### src/spi_resp_pkg.sv
// constants for the 32-bit spi response framer
package spi_resp_pkg;
  localparam int          FRAME_BITS    = 32;
  localparam int          CNT_W         = 6;
  localparam logic [3:0]  CMD_RD_REQ    = 4'hC;   // register read request code
  localparam logic [3:0]  CMD_RD_RSP    = 4'h6;   // register read response code
  localparam logic [3:0]  CMD_ERR       = 4'h0;   // error response code
  localparam logic [1:0]  FLAGS_ERR     = 2'h3;   // basic flags on error
  localparam int          CMD_HI        = 31;
  localparam int          CMD_LO        = 28;
  localparam int          ADDR_HI       = 23;
  localparam int          ADDR_LO       = 17;     // upper seven address bits
  localparam int          CRC_LO        = 8;
  localparam logic [7:0]  CRC_POLY_DEF  = 8'h2F;
  localparam logic [7:0]  CRC_SEED_DEF  = 8'hFF;
  localparam logic [1:0]  DETAIL_NONE   = 2'h0;
endpackage : spi_resp_pkg

### src/spi_read_response_framer.sv
// spi client that frames register read, sensor data and error responses
`timescale 1ns/1ps
// Operation
// read answer is code, basic flags, two zeros, high byte, low byte, crc
// sensor answer holds sample, extension, detail flags, crc; error with data forces flags 11
// error without data uses code 0000, flags 11, zero data, detail flags, crc
// read decodes only upper seven address bits, selecting a byte pair
// read answer leaves in the frame after the request frame
// normal read answer only when no protocol error on the request
// normal read answer only when no output verification error
// on either error send the error answer with cause in detail flags
// register pair sampled when select rises ending the request frame
// 32-bit frames, msb first, clock idle low, sample rise, shift fall
// host sends read as code 1100, address in bits 23..16, crc
// read answer command field is 0110
// clock and data ignored while select is high
// crc covers bits 31..8 with configurable polynomial and seed
// first frame after reset gets the no-data error layout
module spi_read_response_framer #(
  parameter logic [7:0] CRC_POLY = spi_resp_pkg::CRC_POLY_DEF,
  parameter logic [7:0] CRC_SEED = spi_resp_pkg::CRC_SEED_DEF
) (
  // clock and reset
  input  wire logic        ref_clk,
  input  wire logic        nrst,
  input  wire logic        clk_en,
  // spi pins
  input  wire logic        sclk,
  input  wire logic        sel_n,
  input  wire logic        mosi,
  output logic             miso,
  output logic             miso_oe,
  // register pair lookup
  output logic [6:0]       reg_addr,
  input  wire logic [15:0] reg_pair,
  // sensor data source
  input  wire logic        sense_req,
  input  wire logic [3:0]  sense_cmd,
  input  wire logic [1:0]  basic_flags,
  input  wire logic [11:0] sample_value,
  input  wire logic [3:0]  sample_ext,
  input  wire logic [1:0]  detail_flags,
  // error checks
  input  wire logic        proto_err,
  input  wire logic        outchk_err,
  input  wire logic [1:0]  err_detail,
  // frame event
  output logic             frame_done
);

  typedef struct packed {
    logic [1:0]  sclk_s;
    logic [1:0]  sel_s;
    logic [1:0]  mosi_s;
    logic        sclk_d;
    logic        sel_d;
    logic [31:0] rx;
    logic [31:0] tx;
    logic [5:0]  cnt;
    logic [6:0]  addr;
    logic        miso;
    logic        oe;
    logic        done;
  } state_t;

  state_t st_r;
  state_t st_nxt;

  function automatic logic [7:0] crc24(input logic [23:0] d);
    logic [7:0] c;
    c = CRC_SEED;
    for (int i = 23; i >= 0; i--) begin
      if (c[7] ^ d[i]) c = {c[6:0], 1'b0} ^ CRC_POLY;
      else c = {c[6:0], 1'b0};
    end
    return c;
  endfunction : crc24

  function automatic logic [31:0] seal(input logic [23:0] body);
    return {body, crc24(body)};
  endfunction : seal

  ////////////////////////////////////////////////////////////////////////////
  logic rise;
  logic fall;
  logic start;
  logic stop;
  logic [23:0] body;

  // edge finding on synchronised pins
  always_comb begin
    rise  = st_r.sclk_s[1] & ~st_r.sclk_d & ~st_r.sel_s[1];
    fall  = ~st_r.sclk_s[1] & st_r.sclk_d & ~st_r.sel_s[1];
    start = ~st_r.sel_s[1] & st_r.sel_d;
    stop  = st_r.sel_s[1] & ~st_r.sel_d;
  end

  // choose next outgoing body at frame end
  always_comb begin
    body = {spi_resp_pkg::CMD_ERR, spi_resp_pkg::FLAGS_ERR, 16'h0000, err_detail};
    if (st_r.rx[spi_resp_pkg::CMD_HI:spi_resp_pkg::CMD_LO] == spi_resp_pkg::CMD_RD_REQ) begin
      if (!proto_err && !outchk_err) begin
        body = {spi_resp_pkg::CMD_RD_RSP, basic_flags, 2'h0, reg_pair};
      end
    end else if (sense_req && !proto_err && !outchk_err) begin
      body = {sense_cmd, (detail_flags != spi_resp_pkg::DETAIL_NONE) ? spi_resp_pkg::FLAGS_ERR : basic_flags,
              sample_value, sample_ext, detail_flags};
    end
  end

  // whole state update
  always_comb begin
    st_nxt        = st_r;
    st_nxt.sclk_s = {st_r.sclk_s[0], sclk};
    st_nxt.sel_s  = {st_r.sel_s[0], sel_n};
    st_nxt.mosi_s = {st_r.mosi_s[0], mosi};
    st_nxt.sclk_d = st_r.sclk_s[1];
    st_nxt.sel_d  = st_r.sel_s[1];
    st_nxt.done   = 1'b0;
    if (start) begin
      st_nxt.cnt  = '0;
      st_nxt.oe   = 1'b1;
      st_nxt.miso = st_r.tx[31];
    end
    if (rise && st_r.cnt < 6'(spi_resp_pkg::FRAME_BITS)) begin
      st_nxt.rx  = {st_r.rx[30:0], st_r.mosi_s[1]};
      st_nxt.cnt = st_r.cnt + 6'h01;
    end
    if (fall && st_r.cnt != '0) begin
      st_nxt.tx   = {st_r.tx[30:0], 1'b0};
      st_nxt.miso = st_r.tx[30];
    end
    // latch the read address while the frame is still open
    if (st_r.cnt == 6'(spi_resp_pkg::FRAME_BITS)) begin
      st_nxt.addr = st_r.rx[spi_resp_pkg::ADDR_HI:spi_resp_pkg::ADDR_LO];
    end
    if (stop) begin
      st_nxt.oe   = 1'b0;
      st_nxt.miso = 1'b0;
      if (st_r.cnt == 6'(spi_resp_pkg::FRAME_BITS)) begin
        st_nxt.tx      = seal(body);
        st_nxt.done    = 1'b1;
      end else begin
        st_nxt.tx = seal({spi_resp_pkg::CMD_ERR, spi_resp_pkg::FLAGS_ERR, 16'h0000, err_detail});
      end
    end
  end

  // state register
  always_ff @(posedge ref_clk) begin
    if (!nrst) begin
      st_r         <= '0;
      st_r.sclk_s  <= 2'h0;
      st_r.sel_s   <= 2'h3;
      st_r.sel_d   <= 1'b1;
      st_r.tx      <= seal({spi_resp_pkg::CMD_ERR, spi_resp_pkg::FLAGS_ERR, 16'h0000,
                            spi_resp_pkg::DETAIL_NONE});
    end else if (clk_en) begin
      st_r <= st_nxt;
    end
  end

  assign miso       = st_r.miso;
  assign miso_oe    = st_r.oe;
  assign reg_addr   = st_r.addr;
  assign frame_done = st_r.done;

  ////////////////////////////////////////////////////////////////////////////
  // checks
  property p_first_err;
    @(posedge ref_clk) disable iff (!nrst)
      $rose(nrst) |-> st_r.tx[31:26] == {spi_resp_pkg::CMD_ERR, spi_resp_pkg::FLAGS_ERR};
  endproperty
  a_first_err: assert property (p_first_err) else $error("reset frame not error layout");

  property p_read_ok;
    @(posedge ref_clk) disable iff (!nrst)
      (clk_en && stop && st_r.cnt == 6'(spi_resp_pkg::FRAME_BITS) && st_r.rx[31:28] == spi_resp_pkg::CMD_RD_REQ
       && !proto_err && !outchk_err)
      |=> st_r.tx[31:28] == spi_resp_pkg::CMD_RD_RSP && st_r.tx[25:24] == 2'h0
          && st_r.tx[23:8] == $past(reg_pair);
  endproperty
  a_read_ok: assert property (p_read_ok) else $error("read answer wrong");

  property p_err_resp;
    @(posedge ref_clk) disable iff (!nrst)
      (clk_en && stop && st_r.cnt == 6'(spi_resp_pkg::FRAME_BITS) && st_r.rx[31:28] == spi_resp_pkg::CMD_RD_REQ
       && (proto_err || outchk_err))
      |=> st_r.tx[31:26] == {spi_resp_pkg::CMD_ERR, spi_resp_pkg::FLAGS_ERR} && st_r.tx[25:10] == 16'h0000
          && st_r.tx[9:8] == $past(err_detail);
  endproperty
  a_err_resp: assert property (p_err_resp) else $error("error answer wrong");

  property p_crc;
    @(posedge ref_clk) disable iff (!nrst)
      $past(stop && clk_en) |-> st_r.tx[7:0] == crc24(st_r.tx[31:8]);
  endproperty
  a_crc: assert property (p_crc) else $error("crc mismatch");

  property p_idle_quiet;
    @(posedge ref_clk) disable iff (!nrst)
      (st_r.sel_s[1] && st_r.sel_d && clk_en) |=> $stable(st_r.rx) && $stable(st_r.cnt);
  endproperty
  a_idle_quiet: assert property (p_idle_quiet) else $error("activity while deselected");

  property p_oe_frame;
    @(posedge ref_clk) disable iff (!nrst)
      (clk_en && stop) |=> !miso_oe && !miso;
  endproperty
  a_oe_frame: assert property (p_oe_frame) else $error("miso driven after frame");

  property p_addr;
    @(posedge ref_clk) disable iff (!nrst)
      (clk_en && st_r.cnt == 6'(spi_resp_pkg::FRAME_BITS))
      |=> reg_addr == $past(st_r.rx[spi_resp_pkg::ADDR_HI:spi_resp_pkg::ADDR_LO]);
  endproperty
  a_addr: assert property (p_addr) else $error("word address wrong");

  property p_sense_err;
    @(posedge ref_clk) disable iff (!nrst)
      (clk_en && stop && st_r.cnt == 6'(spi_resp_pkg::FRAME_BITS) && st_r.rx[31:28] != spi_resp_pkg::CMD_RD_REQ
       && sense_req && !proto_err && !outchk_err && detail_flags != spi_resp_pkg::DETAIL_NONE)
      |=> st_r.tx[27:26] == spi_resp_pkg::FLAGS_ERR;
  endproperty
  a_sense_err: assert property (p_sense_err) else $error("sensor error flags not 11");

endmodule : spi_read_response_framer

### config.mk
export PLATFORM = sky130hd
export DESIGN_NAME = spi_read_response_framer
export DESIGN_NICKNAME = d
export VERILOG_FILES = /design/src/spi_resp_pkg.sv /design/src/spi_read_response_framer.sv
export SDC_FILE = /design/constraint.sdc
export NUM_CORES = 1
export LEC_CHECK = 0
export ABC_AREA = 1
export BUFFER_PORTS_ARGS = -buffer_cell sky130_fd_sc_hd__buf_2
export CAP_MARGIN = 20
export CORE_MARGIN = 5
export CORE_UTILIZATION = 40
export DETAILED_ROUTE_END_ITERATION = 8
export REMOVE_ABC_BUFFERS = 1
export SLEW_MARGIN = 40
export SYNTH_ARGS = -nofsm -noshare
export SYNTH_HDL_FRONTEND = slang
export SYNTH_SLANG_ARGS = --single-unit
### constraint.sdc
create_clock -name ref_clk -period 9.8 [get_ports ref_clk]
set_input_delay 0.98 -clock ref_clk [delete_from_list [all_inputs] [get_ports ref_clk]]
set_output_delay 0.98 -clock ref_clk [all_outputs]
set_load 0.01 [all_outputs]
# --- Word level (Yosys, flattened, before mapping) ---
# Cells that the tools add are included.
totals:
  register_bits: 88
  in_bits: 51
  output_inout_bits: 10
op_classes:
  addsub: 1
  order_cmp: 1
  n_eq_ne: 2
  muxes: 152
  bitwise_logic: 81
  reduce_logical: 19
ops:
  columns: ["op", "count"]
  rows:
  - ["2-to-1 mux 8 bit", 92]
  - ["2-to-1 mux 6 bit", 49]
  - ["NOT 5 bit", 46]
  - ["2-to-1 mux 32 bit", 3]
  - ["2-to-1 mux 24 bit", 2]
  - ["bitwise XOR 1 bit", 25]
  - ["2-to-1 mux 23 bit", 1]
  - ["AND reduction 2 bit", 6]
  - ["nonzero test 2 bit", 4]
  - ["adder 6 x 1 -> 6 bit (second input constant)", 1]
  - ["bitwise AND 1 bit", 6]
  - ["== test 6 bit (second input constant)", 1]
  - ["less-than comparator 6 bit (second input constant)", 1]
  - ["nonzero test 6 bit", 1]
  - ["logical AND 1 bit", 5]
  - ["== test 4 bit (second input constant)", 1]
  - ["2-to-1 mux 2 bit", 2]
  - ["NOT 1 bit", 4]
  - ["2-to-1 mux 3 bit", 1]
  - ["nonzero test 3 bit", 1]
  - ["zero test 1 bit", 2]
  - ["2-to-1 mux 1 bit", 2]

# --- Logic depth before layout (Yosys ltp) ---
depth:
  depth_word: 100
  depth_mapped: 37

# --- Worst setup path after synthesis ---
# OpenSTA, ideal clock, no wires.
synth_path:
  path_kind: "input to register"
  startpoint: "in proto_err"
  endpoint: "reg st_r[21] (netlist name)"
  setup_ns: 0.115
  t_arrival_ns: 3.640
  setup_slack_ns: 6.045
  cell_stages: 33
  n_path_buf: 1
  cell_sequence: "nor2_4 > buf_6 > nand2_1 > nor2_2 > inv_2 > nand2_2 > nand2_1 > nand2_2 > inv_2 > nand2_1 > nand2_1 > nand2_1 > nand2_2 > nand2_1 > nand3_2 > nand2_1 > nand2_2 > nand2_2 > nand2_1 > nand2_2 > nand3_1 > nand2_1 > nand2_2 > nand2_4 > nand2_1 > nand3_2 > nand2_1 > nor2_2 > inv_1 > a21oi_1 > o21ai_1 > nand2_1 > nand2_1"
synth_via:
  elab_chain_cells: 85
  word_cells_on_any_way: 123
  cone_classes: "mux: 75; bitwise: 44; reduce/logical: 4"
synth_rtl:
  columns: ["element", "line_no", "text"]
  rows:
  - ["start, declared", "spi_read_response_framer.sv:44", "input wire logic proto_err,"]
  - ["zero test 1 bit (*)", "spi_read_response_framer.sv:102, spi_read_response_framer.sv:105", null]
  - ["logical AND 1 bit (2 in a row)", "spi_read_response_framer.sv:105", "end else if (sense_req && !proto_err && !outchk_err) begin"]
  - ["2-to-1 mux 24 bit", "spi_read_response_framer.sv:105", null]
  - ["2-to-1 mux 24 bit (*)", "spi_read_response_framer.sv:101", "if (st_r.rx[spi_resp_pkg::CMD_HI:spi_resp_pkg::CMD_LO] == spi_resp_pkg::CMD_RD_REQ) begin"]
  - ["2-to-1 mux 6 bit", "spi_read_response_framer.sv:73", "if (c[7] ^ d[i]) c = {c[6:0], 1'b0} ^ CRC_POLY;"]
  - ["2-to-1 mux 8 bit", "spi_read_response_framer.sv:140", "if (st_r.cnt == 6'(spi_resp_pkg::FRAME_BITS)) begin"]
  - ["2-to-1 mux 8 bit", "spi_read_response_framer.sv:137", "if (stop) begin"]
  - ["2-to-1 mux 8 bit or NOT 5 bit (tied branches)", null, null]
  - ["[68 not listed]", null, null]
  - ["2-to-1 mux 8 bit, on equally long branches", "spi_read_response_framer.sv:137, spi_read_response_framer.sv:140", null]
  - ["2-to-1 mux 6 bit or 2-to-1 mux 8 bit (tied branches)", "spi_read_response_framer.sv:73, spi_read_response_framer.sv:137", null]
  - ["2-to-1 mux 8 bit", "spi_read_response_framer.sv:140", null]
  - ["2-to-1 mux 8 bit", "spi_read_response_framer.sv:137", null]
  - ["NOT 5 bit (no source line) or bitwise XOR 1 bit (tied branches)", null, null]
  - ["2-to-1 mux 6 bit (*)", "spi_read_response_framer.sv:73", null]
  - ["2-to-1 mux 32 bit (*)", "spi_read_response_framer.sv:140", null]
  - ["2-to-1 mux 32 bit (*)", "spi_read_response_framer.sv:137", null]
  - ["end signal, assigned", "spi_read_response_framer.sv:159", "st_r <= st_nxt;"]
  - ["end, declared", "spi_read_response_framer.sv:66", "state_t st_r;"]
# Every way passes the cells marked *; elsewhere a longest branch is shown, timed or not. The select of a mux whose other input is x is not followed.
# A chain may end at the register's enable or synchronous reset.

# --- Final worst setup path ---
# Ends and elaborated chain as after synthesis.

==> results.toml <==
[synthesis]
synth.top_cell.area_share = 0.301
synth_cell_types = 37
synth_edf_count = 0
synth_xor_area_frac = 0.0105
synth_most_common_cell = "nand2_1"
synth-seq-area-share = 0.301
synth.area.top_cells = "dfxtp_1 30%, nand2_1 18%, nand3_1 8.0%"
synth.ff_latch_count = 88
synth_mux_area_frac = 0
synth_common_cells = "278 x nand2_1, 94 x nand3_1, 90 x a21oi_1, 88 x dfxtp_1, 72 x inv_1"
synth_fa_ha_area_frac = 0.00855
avgSynthCellArea_um2 = 6.36
ys.flop_type = "dfxtp_1"
async_reset_ff_frac = 0
synth_largest_area_cell = "dfxtp_1"
synthCells = 920
syn-cell-area_mm2 = 0.00585
synth_compound_area_frac = 0.186
synth_simple_gate_area_frac = 0.399
yosys_warnings = 0
synth_top_family_by_area = "simple AND/OR/NAND/NOR gates"

[place]
dpl.hpwl_um = 11100
gp_congestion = 0.863
port_buffers = 60
place_area_mm2 = 0.00622
pre_cts_ws_ns = 5.06

[grt]
grt-ovfl-total = 0
grt_pass1_vias = 5131
grt_max_degree = 52
grt.total_usage = 0.174
antenna_found_initial = 0
grt_pass1_wl_um = 24300

[sta]
setup_ws_ns = 5.41
finalHoldViolations = 0
rsz0062_at_grt = "false"
whs_ns = 0.457
finalCritPeriodShare = 0.447
setup_tns_ns = 0
worstMarginPinSlew_ns = 0.784
finClkSkew_ns = 0.00544
fin_crit_ns = 4.39
slew_headroom = 0.477
fmax_mhz = 228
setup_viol = 0
slew_violations = 0

[power]
ir_worst_vdd_v = 0.0000875
powerDensity_mw_per_mm2 = 184
p_leak_nw = 2.98

[drt]
drtAntennaViolNets = 0
drtIter0Drc = 398
vias_per_cell = 5.07
via_count = 5782
first_pass_iters = 5
wl_um = 14700
wire_per_inst_um = 12.9
drc = 0

[clock_tree]
clk_pin_slew_ns = 0.06
cts_setup_buffers = 0
cts_buffer_depth = 2
postCtsHoldBufs = 0
cts_max_level = 3
root_buffer = "clkbuf_16"
cts_resized = 0
clk_latency_ns = 0.33
cts.sinks = 88
cts_tree = "done"
cts_buffers = 9

[critical_path]
crit_top_cell = "nand2_1"
cp.required_ns = 10.03
arrival_ns = 4.61
cpPeakStageDelay_ns = 0.37
crit_path_end_kind = "flip-flop"
cp-start-kind = "input port"
cp_max_fo = 14
criticalPathCategory = "input port to flip-flop"
cpMaxStageDelayCell = "nor2_4"

[min_path]
hold_path.class = "flip-flop to flip-flop"

[layout]
antenna_cells = 0
synthToLayoutAreaGrowth_pct = 10.8
stdcell_area_mm2 = 0.00648
final_core_util = 0.450
drive_gt1_frac = 0.194
fillers = 1506
final_nets = 1008

[job]
maxCapViolCount = 0

[status]
status = "finished clean"

[die]
die_x_um = 131
die_h_um = 131
initial_core_util = 0.406
core_mm2 = 0.0144
rows = 44
io-pin-count = 61
die_area_mm2 = 0.0172
-- per-layer routing --
metal	share of wire	global-route usage	up-vias
li1	-	-	3079
met1	0.47	0.237	2569
met2	0.47	0.289	117
met4	0.014	0.0454	0
met3	0.048	0.0236	17
met5	0	0	-
-- cell families after synthesis --
group / after synthesis
AOI/OAI and AO/OA: 193
xor gates and xnor gates: 7
adders and majority gates: 4
buffers and inverters: 137
DFF: 88
and+or+nand+nor: 491
-- sequential cells by signal (all words and copies together) (netlist names) --
signal and cells:
st_r 73, reg_addr 7, st_nxt 5, frame_done 1
miso 1, miso_oe 1
-- worst max-delay path: cells and delay by family --
family | cells | cell delay (ns)
simple gates | 26 | 3.12
buf+inv | 3 | 0.29
compound gates | 2 | 0.20
-- placed cells by master (no fill, tap or decap), drive strengths merged --
| cell type | instances |
|---|---|
| a211oi | 3 |
| a21oi | 92 |
| a221oi | 3 |
| a22o | 3 |
| a22oi | 28 |
| a31oi | 1 |
| buf | 64 |
| clkbuf | 10 |
| clkinv | 5 |
| clkinvlp | 1 |
| dfxtp | 88 |
| ha | 4 |
| inv | 93 |
| nand2 | 330 |
| nand3 | 114 |
| nand4 | 1 |
| nor2 | 40 |
| nor2b | 1 |
| nor3 | 3 |
| nor4 | 1 |
| o2111ai | 1 |
| o211ai | 1 |
| o21ai | 59 |
| o221ai | 2 |
| or2 | 1 |
| xor2 | 7 |
-- stage by stage --
step	power, mW	cells
floorplan	0.793	878
global placement	0.893	1126
detailed placement	0.892	1126
CTS	1.20	1140
global route	1.29	1140
finish	1.19	1140
-- layout make-up --
| type | instances | area (um2) | share of cell area |
|---|---|---|---|
| Clock inverter | 4 | 22.5 | 0.00347 |
| Multi-Input combinational cell | 695 | 3540 | 0.546 |
| Sequential cell | 88 | 1760 | 0.272 |
| Inverter | 95 | 359 | 0.0554 |
| Timing Repair Buffer | 64 | 330 | 0.0509 |
| Tap cell | 184 | 230 | 0.0355 |
| Clock buffer | 10 | 239 | 0.0369 |
-- final timing paths --
kind,startpoint,to,slack [ns],cells past startpoint
min,st_r[54],st_r[55],0.46,2
min reg2reg,st_r[54],st_r[55],0.46,2
max reg2reg,st_r[76],st_r[21],6.04,31
max,proto_err,st_r[21],5.41,31
-- where the power goes --
part,internal (mW),switching (mW)
sequential,0.368,0.00483
clock,0.174,0.131
combinational,0.167,0.347
total,0.709,0.483
Power figures use the tool's default switching activity.
